File: src/inc/addr_status_pkg.sv
`default_nettype none
package addr_status_pkg;
	// register offset from port base
	localparam logic [8:0] address_status_offset = 9'h119;
	// bit positions in the address status register
	localparam int cic_pos  = 7;
	localparam int atn_pos  = 6;
	localparam int serial_poll_mode_flag_pos = 5;
	localparam int listener_primary_addressed_flag_pos = 4;
	localparam int talker_primary_addressed_flag_pos = 3;
	localparam int la_pos   = 2;
	localparam int ta_pos   = 1;
	localparam int major_minor_select_pos = 0;
	localparam logic [7:0] address_status_reset = 8'h00;
	// gpib multiline commands (7 bit, atn asserted)
	localparam logic [6:0] cmd_spe = 7'h18;
	localparam logic [6:0] cmd_spd = 7'h19;
	localparam logic [6:0] cmd_unl = 7'h3f;
	localparam logic [6:0] cmd_unt = 7'h5f;
	// addressing modes
	localparam logic [1:0] adm_mode3 = 2'h3;
	localparam logic [1:0] adm_mode1 = 2'h1;
	// bus command groups
	localparam logic [1:0] grp_lag = 2'h1;
	localparam logic [1:0] grp_tag = 2'h2;
	localparam logic [1:0] grp_scg = 2'h3;
endpackage
`default_nettype wire

File: src/pin_sync.sv
`default_nettype none
module pin_sync
	import addr_status_pkg::*;
#(
	parameter int width = 1
)(
	input  wire logic             clk_i,
	input  wire logic             rstn_i,
	input  wire logic [width-1:0] pin_i,
	output logic      [width-1:0] level_o
);
	logic [width-1:0] s1_ff;
	logic [width-1:0] s2_ff;
	logic [width-1:0] s3_ff;
	logic [width-1:0] lvl_ff;
	logic [width-1:0] nxt_lvl;

	// a change counts once the second and third stages agree
	always_comb
	begin
		nxt_lvl = lvl_ff;
		for (int i = 0; i < width; i++)
		begin
			if (s2_ff[i] == s3_ff[i])
				nxt_lvl[i] = s2_ff[i];
		end
	end

	always_ff @(posedge clk_i)
	begin
		if (!rstn_i)
		begin
			s1_ff  <= '1;
			s2_ff  <= '1;
			s3_ff  <= '1;
			lvl_ff <= '1;
		end
		else
		begin
			s1_ff  <= pin_i;
			s2_ff  <= s1_ff;
			s3_ff  <= s2_ff;
			lvl_ff <= nxt_lvl;
		end
	end

	assign level_o = lvl_ff;
endmodule
`default_nettype wire

File: src/cmd_decode.sv
`default_nettype none
module cmd_decode
	import addr_status_pkg::*;
(
	input  wire logic [6:0] cmd_i,
	input  wire logic [4:0] my_addr_i,
	input  wire logic [4:0] minor_addr_i,
	input  wire logic       minor_en_i,
	output logic            my_listen_o,
	output logic            my_talk_o,
	output logic            other_talk_o,
	output logic            is_minor_o,
	output logic            is_secondary_o,
	output logic            is_spe_o,
	output logic            is_spd_o,
	output logic            is_unl_o,
	output logic            is_unt_o
);
	logic [1:0] grp;
	logic       hit_major;
	logic       hit_minor;

	always_comb
	begin
		grp            = cmd_i[6:5];
		hit_major      = (cmd_i[4:0] == my_addr_i);
		hit_minor      = minor_en_i && (cmd_i[4:0] == minor_addr_i);
		my_listen_o    = (grp == grp_lag) && (hit_major || hit_minor) && (cmd_i != cmd_unl);
		my_talk_o      = (grp == grp_tag) && (hit_major || hit_minor) && (cmd_i != cmd_unt);
		other_talk_o   = (grp == grp_tag) && !hit_major && !hit_minor && (cmd_i != cmd_unt);
		is_minor_o     = hit_minor && !hit_major;
		is_secondary_o = (grp == grp_scg);
		is_spe_o       = (cmd_i == cmd_spe);
		is_spd_o       = (cmd_i == cmd_spd);
		is_unl_o       = (cmd_i == cmd_unl);
		is_unt_o       = (cmd_i == cmd_unt);
	end
endmodule
`default_nettype wire

File: src/address_status.sv
`default_nettype none
module address_status
	import addr_status_pkg::*;
(
	input  wire logic       clk_i,
	input  wire logic       rstn_i,
	input  wire logic       rd_i,
	input  wire logic       wr_i,
	input  wire logic [8:0] addr_i,
	input  wire logic       atn_n_i,
	input  wire logic       cmd_valid_i,
	input  wire logic [6:0] cmd_i,
	input  wire logic [4:0] my_addr_i,
	input  wire logic [4:0] my_sec_addr_i,
	input  wire logic [4:0] minor_addr_i,
	input  wire logic [1:0] adm_mode_i,
	input  wire logic       lon_i,
	input  wire logic       ton_i,
	input  wire logic       ctrl_active_i,
	input  wire logic       ctrl_standby_i,
	input  wire logic       local_message_reset_i,
	input  wire logic       chip_reset_i,
	input  wire logic       change_clr_i,
	output logic [7:0]      rdata_o,
	output logic            rvalid_o,
	output logic            address_change_flag_o
);
	// ****************************************
	// pin synchronisation and command decode
	// ****************************************
	logic atn_n;
	logic my_listen, my_talk, other_talk, is_minor, is_sec;
	logic is_spe, is_spd, is_unl, is_unt;
	logic ext_mode, mode3;

	pin_sync #(.width(1)) u_atn_sync (
		.clk_i   (clk_i),
		.rstn_i  (rstn_i),
		.pin_i   (atn_n_i),
		.level_o (atn_n)
	);

	cmd_decode u_dec (
		.cmd_i          (cmd_i),
		.my_addr_i      (my_addr_i),
		.minor_addr_i   (minor_addr_i),
		.minor_en_i     (adm_mode_i[0]),
		.my_listen_o    (my_listen),
		.my_talk_o      (my_talk),
		.other_talk_o   (other_talk),
		.is_minor_o     (is_minor),
		.is_secondary_o (is_sec),
		.is_spe_o       (is_spe),
		.is_spd_o       (is_spd),
		.is_unl_o       (is_unl),
		.is_unt_o       (is_unt)
	);

	assign ext_mode = (adm_mode_i[1] == 1'b1);
	assign mode3    = (adm_mode_i == adm_mode3);

	// ****************************************
	// address state
	// ****************************************
	logic cic_ff, serial_poll_mode_flag_ff, listener_primary_addressed_flag_ff, talker_primary_addressed_flag_ff, la_ff, ta_ff, major_minor_select_ff, chg_ff;
	logic nxt_cic, nxt_serial_poll_mode_flag, nxt_listener_primary_addressed_flag, nxt_talker_primary_addressed_flag, nxt_la, nxt_ta, nxt_major_minor_select, nxt_chg;
	logic cmd_go, soft_rst, any_change;

	always_comb
	begin
		cmd_go   = cmd_valid_i && !atn_n;
		soft_rst = local_message_reset_i || chip_reset_i;
		// idle or addressed reads as not in charge
		nxt_cic  = ctrl_active_i || ctrl_standby_i;
		nxt_serial_poll_mode_flag = serial_poll_mode_flag_ff;
		nxt_listener_primary_addressed_flag = listener_primary_addressed_flag_ff;
		nxt_talker_primary_addressed_flag = talker_primary_addressed_flag_ff;
		nxt_la   = la_ff || lon_i;
		nxt_ta   = ta_ff || ton_i;
		nxt_major_minor_select = major_minor_select_ff;
		if (cmd_go)
		begin
			if (my_listen)
			begin
				if (ext_mode)
					nxt_listener_primary_addressed_flag = 1'b1;
				else
				begin
					nxt_la   = 1'b1;
					nxt_ta   = 1'b0;
					nxt_major_minor_select = is_minor;
				end
			end
			else if (is_unl)
				nxt_la = lon_i;
			if (my_talk)
			begin
				if (ext_mode)
					nxt_talker_primary_addressed_flag = 1'b1;
				else
				begin
					nxt_ta   = 1'b1;
					nxt_la   = lon_i;
					nxt_major_minor_select = is_minor;
				end
			end
			else if (is_unt || other_talk)
				nxt_ta = ton_i;
			if (is_sec && mode3)
			begin
				// secondary only counts right after our primary
				if (listener_primary_addressed_flag_ff && cmd_i[4:0] == my_sec_addr_i)
				begin
					nxt_la = 1'b1;
					nxt_ta = 1'b0;
				end
				if (talker_primary_addressed_flag_ff && cmd_i[4:0] == my_sec_addr_i)
					nxt_ta = 1'b1;
			end
			if (!my_listen && !is_sec)
				nxt_listener_primary_addressed_flag = 1'b0;
			if (!my_talk && !is_sec)
				nxt_talker_primary_addressed_flag = 1'b0;
			if (is_spe && (ta_ff || my_talk))
				nxt_serial_poll_mode_flag = 1'b1;
			if (is_spd)
				nxt_serial_poll_mode_flag = 1'b0;
		end
		if (!ta_ff && !nxt_ta)
			nxt_serial_poll_mode_flag = 1'b0;
		if (adm_mode_i == 2'h0)
			nxt_major_minor_select = 1'b0;
		if (soft_rst)
		begin
			nxt_serial_poll_mode_flag = 1'b0;
			nxt_listener_primary_addressed_flag = 1'b0;
		end
		if (chip_reset_i)
		begin
			nxt_la   = 1'b0;
			nxt_ta   = 1'b0;
			nxt_major_minor_select = 1'b0;
		end
		any_change = (nxt_cic != cic_ff) || (nxt_la != la_ff) ||
			(nxt_ta != ta_ff) || (nxt_major_minor_select != major_minor_select_ff);
		// set wins over software clear
		nxt_chg = (chg_ff && !change_clr_i) || (any_change && !(lon_i || ton_i));
	end

	always_ff @(posedge clk_i)
	begin
		if (!rstn_i)
		begin
			cic_ff  <= 1'b0;
			serial_poll_mode_flag_ff <= 1'b0;
			listener_primary_addressed_flag_ff <= 1'b0;
			talker_primary_addressed_flag_ff <= 1'b0;
			la_ff   <= 1'b0;
			ta_ff   <= 1'b0;
			major_minor_select_ff <= 1'b0;
			chg_ff  <= 1'b0;
		end
		else
		begin
			cic_ff  <= nxt_cic;
			serial_poll_mode_flag_ff <= nxt_serial_poll_mode_flag;
			listener_primary_addressed_flag_ff <= nxt_listener_primary_addressed_flag;
			talker_primary_addressed_flag_ff <= nxt_talker_primary_addressed_flag;
			la_ff   <= nxt_la;
			ta_ff   <= nxt_ta;
			major_minor_select_ff <= nxt_major_minor_select;
			chg_ff  <= nxt_chg;
		end
	end

	// ****************************************
	// register read port
	// ****************************************
	logic [7:0] rdata_ff, nxt_rdata;
	logic       rvalid_ff, nxt_rvalid;
	logic [7:0] status;

	always_comb
	begin
		status           = address_status_reset;
		status[cic_pos]  = cic_ff;
		status[atn_pos]  = atn_n;
		status[serial_poll_mode_flag_pos] = serial_poll_mode_flag_ff;
		status[listener_primary_addressed_flag_pos] = listener_primary_addressed_flag_ff;
		status[talker_primary_addressed_flag_pos] = talker_primary_addressed_flag_ff;
		status[la_pos]   = la_ff;
		status[ta_pos]   = ta_ff;
		status[major_minor_select_pos] = major_minor_select_ff;
		// writes are ignored: the write strobe reaches no storage here
		nxt_rvalid = rd_i && !wr_i && (addr_i == address_status_offset);
		nxt_rdata  = nxt_rvalid ? status : 8'h00;
	end

	always_ff @(posedge clk_i)
	begin
		if (!rstn_i)
		begin
			rdata_ff  <= 8'h00;
			rvalid_ff <= 1'b0;
		end
		else
		begin
			rdata_ff  <= nxt_rdata;
			rvalid_ff <= nxt_rvalid;
		end
	end

	assign rdata_o               = rdata_ff;
	assign rvalid_o              = rvalid_ff;
	assign address_change_flag_o = chg_ff;

	// ****************************************
	// checks
	// ****************************************
	// antecedents leave out chip reset, which overrides every set below except the talker primary flag, which it leaves alone
	chk_cic_follow: assert property (@(posedge clk_i) disable iff (!rstn_i)
		##1 cic_ff == $past(ctrl_active_i || ctrl_standby_i))
		else $error("controller bit wrong");
	chk_cic_idle: assert property (@(posedge clk_i) disable iff (!rstn_i)
		!ctrl_active_i && !ctrl_standby_i |=> !cic_ff)
		else $error("controller bit set while idle");
	chk_atn_live: assert property (@(posedge clk_i) disable iff (!rstn_i)
		nxt_rvalid |=> rdata_o[atn_pos] == $past(atn_n))
		else $error("attention bit not live");
	chk_serial_poll_mode_flag_set: assert property (@(posedge clk_i) disable iff (!rstn_i)
		cmd_go && is_spe && ta_ff && !soft_rst && !chip_reset_i |=> serial_poll_mode_flag_ff)
		else $error("serial poll mode not set");
	chk_serial_poll_mode_flag_clr: assert property (@(posedge clk_i) disable iff (!rstn_i)
		(cmd_go && is_spd) || soft_rst |=> !serial_poll_mode_flag_ff)
		else $error("serial poll mode not cleared");
	chk_listener_primary_addressed_flag_set: assert property (@(posedge clk_i) disable iff (!rstn_i)
		cmd_go && my_listen && ext_mode && !soft_rst |=> listener_primary_addressed_flag_ff)
		else $error("listen primary not set");
	chk_lsec_match: assert property (@(posedge clk_i) disable iff (!rstn_i)
		cmd_go && is_sec && mode3 && listener_primary_addressed_flag_ff && (cmd_i[4:0] == my_sec_addr_i)
		&& !chip_reset_i |=> la_ff)
		else $error("listen secondary missed");
	chk_listener_primary_addressed_flag_clr: assert property (@(posedge clk_i) disable iff (!rstn_i)
		soft_rst |=> !listener_primary_addressed_flag_ff)
		else $error("listen primary not cleared");
	chk_talker_primary_addressed_flag_set: assert property (@(posedge clk_i) disable iff (!rstn_i)
		cmd_go && my_talk && ext_mode && !soft_rst |=> talker_primary_addressed_flag_ff)
		else $error("talk primary not set");
	chk_tsec_match: assert property (@(posedge clk_i) disable iff (!rstn_i)
		cmd_go && is_sec && mode3 && talker_primary_addressed_flag_ff && (cmd_i[4:0] == my_sec_addr_i)
		&& !chip_reset_i |=> ta_ff)
		else $error("talk secondary missed");
	chk_la_only: assert property (@(posedge clk_i) disable iff (!rstn_i)
		lon_i && !chip_reset_i |=> la_ff)
		else $error("listen only not listener");
	chk_la_addr: assert property (@(posedge clk_i) disable iff (!rstn_i)
		cmd_go && my_listen && !ext_mode && !chip_reset_i |=> la_ff && !ta_ff)
		else $error("listen addressing wrong");
	chk_la_clr: assert property (@(posedge clk_i) disable iff (!rstn_i)
		chip_reset_i |=> !la_ff && !ta_ff)
		else $error("chip reset left address state");
	chk_ta_ton: assert property (@(posedge clk_i) disable iff (!rstn_i)
		ton_i && !chip_reset_i && !(cmd_go && my_listen) |=> ta_ff)
		else $error("talk only not talker");
	chk_ta_unt: assert property (@(posedge clk_i) disable iff (!rstn_i)
		cmd_go && is_unt && !ton_i |=> !ta_ff)
		else $error("untalk left talker");
	chk_chg_flag: assert property (@(posedge clk_i) disable iff (!rstn_i)
		$changed(la_ff) && !$past(lon_i) && !$past(ton_i) |-> chg_ff)
		else $error("change flag missed");
	chk_reset_zero: assert property (@(posedge clk_i) disable iff (!rstn_i)
		$rose(rstn_i) |-> {cic_ff, serial_poll_mode_flag_ff, listener_primary_addressed_flag_ff, talker_primary_addressed_flag_ff, la_ff, ta_ff, major_minor_select_ff} == 7'h00)
		else $error("status not clear after reset");
	chk_wr_ignored: assert property (@(posedge clk_i) disable iff (!rstn_i)
		wr_i |=> !rvalid_o)
		else $error("write answered");

	cov_listen: cover property (@(posedge clk_i) disable iff (!rstn_i) cmd_go && my_listen);
	cov_poll:   cover property (@(posedge clk_i) disable iff (!rstn_i) serial_poll_mode_flag_ff ##1 !serial_poll_mode_flag_ff);
	cov_ext:    cover property (@(posedge clk_i) disable iff (!rstn_i) listener_primary_addressed_flag_ff ##1 la_ff);
	cov_minor:  cover property (@(posedge clk_i) disable iff (!rstn_i) la_ff && major_minor_select_ff);
	cov_talk:   cover property (@(posedge clk_i) disable iff (!rstn_i) ton_i ##1 ta_ff);
endmodule
`default_nettype wire

File: config.mk
export PLATFORM = sky130hd
export DESIGN_NAME = address_status
export DESIGN_NICKNAME = d
export VERILOG_FILES = /design/src/inc/addr_status_pkg.sv /design/src/pin_sync.sv /design/src/cmd_decode.sv /design/src/address_status.sv
export SDC_FILE = /design/constraint.sdc
export NUM_CORES = 1
export LEC_CHECK = 0
export BUFFER_PORTS_ARGS = -buffer_cell sky130_fd_sc_hd__buf_2
export CAP_MARGIN = 25
export CORE_MARGIN = 2
export CORE_UTILIZATION = 50
export CTS_CLUSTER_DIAMETER = 40
export CTS_CLUSTER_SIZE = 16
export DETAILED_ROUTE_END_ITERATION = 12
export PLACE_DENSITY_LB_ADDON = 0.25
export SLEW_MARGIN = 10
export SYNTH_ARGS = -nofsm -noshare
export SYNTH_HDL_FRONTEND = slang
export SYNTH_SLANG_ARGS = --single-unit
File: constraint.sdc
create_clock -name clk_i -period 4.45 [get_ports clk_i]
set_input_delay 0.445 -clock clk_i [delete_from_list [all_inputs] [get_ports clk_i]]
set_output_delay 0.445 -clock clk_i [all_outputs]
set_load 0.03 [all_outputs]
After elaboration in Yosys (flattened, before gate mapping)

Index checks and enable logic that the tools add are counted.

Equal/unequal tests: 19
Multiplexer cells: 33
Bitwise logic cells: 1
Reduce and logical (&&, ||, !) cells: 56

Operator list:

| cell               | count |
|---|---|
| $mux 1             | 33 |
| $logic_and 1x1->1  | 21 |
| $eq 5x5->1         | 3 |
| $eq 7x5->1 const B | 2 |
| $logic_or 1x1->1   | 12 |
| $logic_not 1->1    | 11 |
| $reduce_bool 2->1  | 5 |
| $eq 9x9->1 const B | 1 |
| $eq 7x6->1 const B | 1 |
| $eq 7x7->1 const B | 1 |
| $ne 7x6->1 const B | 1 |
| $ne 7x7->1 const B | 1 |
| $eq 2x2->1 const B | 3 |
| $reduce_and 3->1   | 2 |
| $ne 1x1->1         | 4 |
| $reduce_and 2->1   | 2 |
| $reduce_or 3->1    | 1 |
| $eq 2x1->1 const B | 1 |
| $logic_not 2->1    | 1 |
| $reduce_or 2->1    | 1 |
| $eq 1x1->1         | 1 |
| $not 1->1          | 1 |

Flip-flop bits (word level): 21
Input port bits: 46
Output and inout bits: 10
Word-level logic and storage cells: 123

Depth between registers and ports, before layout

Depth in word-level cells: 18
Depth in mapped cells: 8
Gate-level depth less buffers: 7

Cells and area by module

Synthesis repeated with hierarchy kept, for this count alone.

Cell total of the unflattened synthesis: 137
Area, all modules: 1198.6 sq um

By module, submodules not included:

| module         | instances | cells an instance | area an instance (sq um) | seq. area each (sq um) |
|---|---|---|---|---|
| address_status | 1         | 96                | 873.3                    | 340.3 |
| cmd_decode     | 1         | 31                | 212.7                    | 0.0 |
| pin_sync       | 1         | 10                | 112.6                    | 80.1 |

Worst setup path after synthesis

No wires, ideal clock.

Path kind: in2reg
Start: input cmd_i[4]
End: register chg_ff, in the netlist address_change_flag_o
Library setup time: 0.126 ns
Arrival time: 1.721 ns
Required time: 4.324 ns
Slack: 2.603 ns
Cell stages on the path: 8
Path buffers: 1
Cell sequence: buf_6 > xnor2_2 > nand3_2 > o22ai_4 > nand3_1 > a211o_1 > a211oi_1 > o21ai_1

Cells in the longest elaborated chain, start to end: 18
Elaborated cells on any way between the ends: 54
Classes of those cells: eq/ne: 10; mux: 24; reduce/logical: 20

RTL lines:

| item                                                     | RTL line                                             | source |
|---|---|---|
| start, declared                                          | address_status.sv:12                                 | `input wire logic [6:0] cmd_i,` |
| $eq 5x5->1, on equally long branches                     | cmd_decode.sv:27, cmd_decode.sv:26                   |  |
| $logic_and 1x1->1 or $logic_not 1->1 (tied branches)     | cmd_decode.sv:27, cmd_decode.sv:30, cmd_decode.sv:31 |  |
| $logic_or 1x1->1, or another cell as far along           | cmd_decode.sv:28, cmd_decode.sv:29                   |  |
| $logic_and 1x1->1, on equally long branches (2 in a row) | cmd_decode.sv:28, cmd_decode.sv:30                   |  |
| $mux 1 or $logic_or 1x1->1 (tied branches)               | address_status.sv:83, address_status.sv:107          |  |
| $mux 1, on equally long branches                         | address_status.sv:107, address_status.sv:98          |  |
| $mux 1                                                   | address_status.sv:96                                 | `if (my_talk)` |
| $mux 1                                                   | address_status.sv:112                                | `if (listener_primary_addressed_flag_ff && cmd_i[4:0] == my_sec_addr_i)` |
| $mux 1, on equally long branches                         | address_status.sv:117, address_status.sv:109         |  |
| $mux 1, on equally long branches                         | address_status.sv:109, address_status.sv:81          |  |
| $mux 1, on equally long branches                         | address_status.sv:81, address_status.sv:138          |  |
| $mux 1 or $ne 1x1->1 (tied branches)                     | address_status.sv:138, address_status.sv:144         |  |
| $ne 1x1->1 or $logic_or 1x1->1 (tied branches)           | address_status.sv:145, address_status.sv:144         |  |
| $logic_or 1x1->1                                         | address_status.sv:144                                | `any_change = (nxt_cic != cic_ff) \|\| (nxt_la != la_ff) \|\|` |
| $logic_or 1x1->1 (*)                                     | address_status.sv:145                                | `(nxt_ta != ta_ff) \|\| (nxt_major_minor_select != major_minor_select_ff);` |
| $logic_and 1x1->1 (*)                                    | address_status.sv:147                                | `nxt_chg = (chg_ff && !change_clr_i) \|\| (any_change && !(lon_i \|\| ton_i));` |
| $logic_or 1x1->1 (*)                                     | address_status.sv:147                                |  |
| end signal, assigned                                     | address_status.sv:172                                | `chg_ff <= nxt_chg;` |
| end, declared                                            | address_status.sv:65                                 | `logic cic_ff, serial_poll_mode_flag_ff, listener_primary_addressed_flag_ff, talker_primary_addressed_flag_ff, ...` |

Mark *: on every way between the ends. The rest lies on a longest branch, timed or not.
A chain may end at the register's enable or synchronous reset.

Worst setup path after layout

Ends and elaborated chain as after synthesis.

==> results.md <==
* Worst hold path stage count at 2
* Vias in the first global route at 1173
* Number of buffers inserted to repair setup after CTS at 0
* Core Area at 0.00245 sq mm
* Insertion delay of the later-clocked pin in the worst-skew pair at 290 ps
* Tightest Pin Transition at 544 ps
* Number of design rule violations left after detail routing at 0
* Final weighted congestion in routability-driven placement at 0.812
* Layout-stage area growth over the synthesis result at 23.1%
* Maximum single-stage delay on the critical path at 330 ps
* Largest delay share family, worst path: compound AO/OA/AOI/OAI gates
* Critical Path Sink Type: flop
* Mean number of vias per cell at 5.59
* CTS sink count at 21
* HPWL Detailed at 2570 microns
* Flip-flop and latch count after synthesis at 21
* Worst-case headroom to the max-slew limit at 0.637
* Resized cells post-CTS at 0
* Count of standard-cell rows at 18
* CTS root buf: clkbuf_4
* Netlist Area Pre-Place at 0.00129 sq mm
* Max-capacitance violation count at 0
* Leakage power at 0.663 nW
* Via count at 1296
* Wire length of the first global-routing pass at 5040 microns
* Fin. Hold Viols at 0
* Final-layout setup total negative slack at 0 ps
* Final worst setup slack at 2660 ps
* Worst-case vdd ir drop at 0.000240 V
* Portion of the post-synthesis area used by sequential elements at 0.327
* Worst Path Arrival at 1970 ps
* Top FF cell, synth: dfxtp_1
* Number of inserted diodes at 0
* Worst path required time at 4630 ps
* Largest buffer count on any clock path at 2
* Die area at 0.00300 sq mm
* Vertical die dimension at 54.7 microns
* Startpoint of the worst register-to-register path: u_atn_sync.level_o
* Maximum clock skew at final layout at 0.648 ps
* Effective utilization at floorplan at 0.524
* Maximum fanout along the worst path at 6
* Width of the chip at 54.7 microns
* Post-detailed-routing wire length at 3060 microns
* Number of input and output port buffers inserted at 55
* Critical Path Start Type: input port
* Worst Setup Slack post-DPL at 2360 ps
* Crit path buf inv count at 1
* DRC violation total after the first TritonRoute iteration at 37
* Number of routed nets with antenna violations at 0
* Min-delay src: atn_n_i
* Path category of the worst min-delay check: input port to flop
* Run status: finished, final reports clean
* Fill cell total of the finished layout at 221
* Peak clock frequency supported by timing at 559 MHz
* Number of distinct library cells after synthesis at 41
* CP max stage cell: a211o_1
* Capturing point of the worst reg2reg path: serial_poll_mode_flag_ff
* Clock buffer count from CTS at 3
* Tmin final at 1790 ps
* Share of the clock period used by the worst path after layout at 0.402
* Capture endpoint of the worst hold path: u_atn_sync.s1_ff
* Mean cell area of the mapped netlist at 8.64 sq um
* Cell count after synthesis at 149
* Worst hold-check slack at 324 ps
* Total of hold buffers inserted after clock tree synthesis at 0
* Length of the first detailed-routing pass in iterations at 5
* Number of pins with negative max-slew slack in the final report at 0
* Largest net degree at the start of global routing at 12
* Clock tree from TritonCTS: built
* Net total in the final layout at 249
* Depth of the most critical reg-to-reg path at 6
* Power per standard cell area at 226 mW/mm^2
* Launching element of the worst setup path: cmd_i[4]
* Share of synthesized registers carrying an async set or reset at 0
* Post-synthesis net count at 195
* Worst R2R Setup Slack at 2690 ps
* DR WL/cell at 13.2 microns
* Synthesis warning total at 0
* Proportion of layout cells with a drive suffix above 1 at 0.347
* Cell-by-cell trace of the critical path: buf_2, xnor2_2, nand3_2, o22ai_4, nand3_1, a211o_1, a211oi_1, o21ai_1
* Global-route congestion overflow total at 0
* Overall routing resource usage at 0.233
* Max H-tree Level at 1
* Number of antenna violations at the first check in global routing at 0
* Kind of critical path: input port to flop
* EDFF count, synth at 0
* RSZ-0062 raised after global routing: false
* I/O pins at 56
* Clock transition at the registers of the reported paths at 100 ps
* Count of endpoints failing setup in the final report at 0
layout by cell type (no fill, tap or decap), types with 2 or more instances in the layout:
cell type and instances:
nand3_1 4, a21oi_1 10, o31ai_1 2, nand2b_1 6, nand4_1 6, a31oi_1 4, clkbuf_4 3, o21ai_0 6
a211o_1 2, nor2_1 14, and3_1 2, a211oi_1 3, nor2b_1 3, xnor2_1 9, dfxtp_1 21, nor4_4 2
xor2_1 6, buf_2 55, nand3_2 3, and2_1 7, nor4_1 3, nand2_1 9, xnor2_2 2, inv_1 4
power breakdown:
part,switching [W],internal [W]
clock,0.0000514,0.0000349
sequential,0.00000298,0.000191
combinational,0.0000421,0.0000363
total,0.0000965,0.000262
cell usage after synthesis, types with 4 or more instances:
library cell	n	area, sq um
a21oi_1	10	50.1
a31oi_1	4	25.0
and2_1	7	43.8
dfxtp_1	21	420
inv_1	4	15.0
nand2_1	9	33.8
nand2b_1	6	37.5
nand3_1	4	20.0
nand4_1	6	37.5
nor2_1	14	52.6
o21ai_0	6	30.0
xnor2_1	9	78.8
xor2_1	6	52.6
final cells by class:
cell class | count | area, sq um | share of cell area
Sequential cell | 21 | 420 | 0.265
Inverter | 4 | 15.0 | 0.00947
Multi-Input combinational cell | 118 | 811 | 0.511
Timing Repair Buffer | 55 | 275 | 0.174
Clock buffer | 4 | 26.3 | 0.0166
Tap cell | 30 | 37.5 | 0.0237
worst max-delay path by stage:
stage | to | slack [ps] | cells after the start
2_1_floorplan | address_change_flag_o | 2600 | 8
3_3_place_gp | address_change_flag_o | 2440 | 8
3_5_place_dp | address_change_flag_o | 2360 | 8
4_1_cts | address_change_flag_o | 2690 | 8
5_1_grt | serial_poll_mode_flag_ff | 2510 | 6
6_report | address_change_flag_o | 2660 | 8
layer usage:
| metal | track usage | vias up | part of all wire | wire length [microns] |
|---|---|---|---|---|
| met1 | 0.285 | 596 | 0.41 | 1260 |
| li1 | - | 643 | - | - |
| met2 | 0.399 | 53 | 0.51 | 1560 |
| met4 | 0.0583 | 0 | 0.0082 | 25 |
| met5 | 0 | - | 0 | 0 |
| met3 | 0.0656 | 4 | 0.070 | 213 |
stage by stage:
stage | std cells | instance area, sq um | util | power (W)
6_report | 232 | 1590 | 0.646 | 0.000359
2_1_floorplan | 149 | 1290 | - | 0.000246
3_3_place_gp | 228 | 1560 | 0.635 | 0.000274
5_1_grt | 232 | 1590 | 0.646 | 0.000382
4_1_cts | 232 | 1590 | 0.646 | 0.000364
3_5_place_dp | 228 | 1560 | 0.635 | 0.000277
flip-flops by register name, summed over array words and instances, names as in the netlist:
name,count
cic_ff,1
u_atn_sync.s3_ff,1
rdata_o,8
u_atn_sync.s2_ff,1
la_ff,1
u_atn_sync.s1_ff,1
address_change_flag_o,1
serial_poll_mode_flag_ff,1
rvalid_o,1
major_minor_select_ff,1
ta_ff,1
talker_primary_addressed_flag_ff,1
listener_primary_addressed_flag_ff,1
u_atn_sync.level_o,1
cells by family (layout without fill, tap and decap cells):
kind of cell,Yosys count,in the layout,share of synthesized area
compound gates,34,34,0.180
xor+xnor,17,17,0.127
buf+inv,10,63,0.0437
flops,21,21,0.327
mux,1,1,0.00777
simple gates,66,66,0.315
Power figures use the tool's default switching activity.
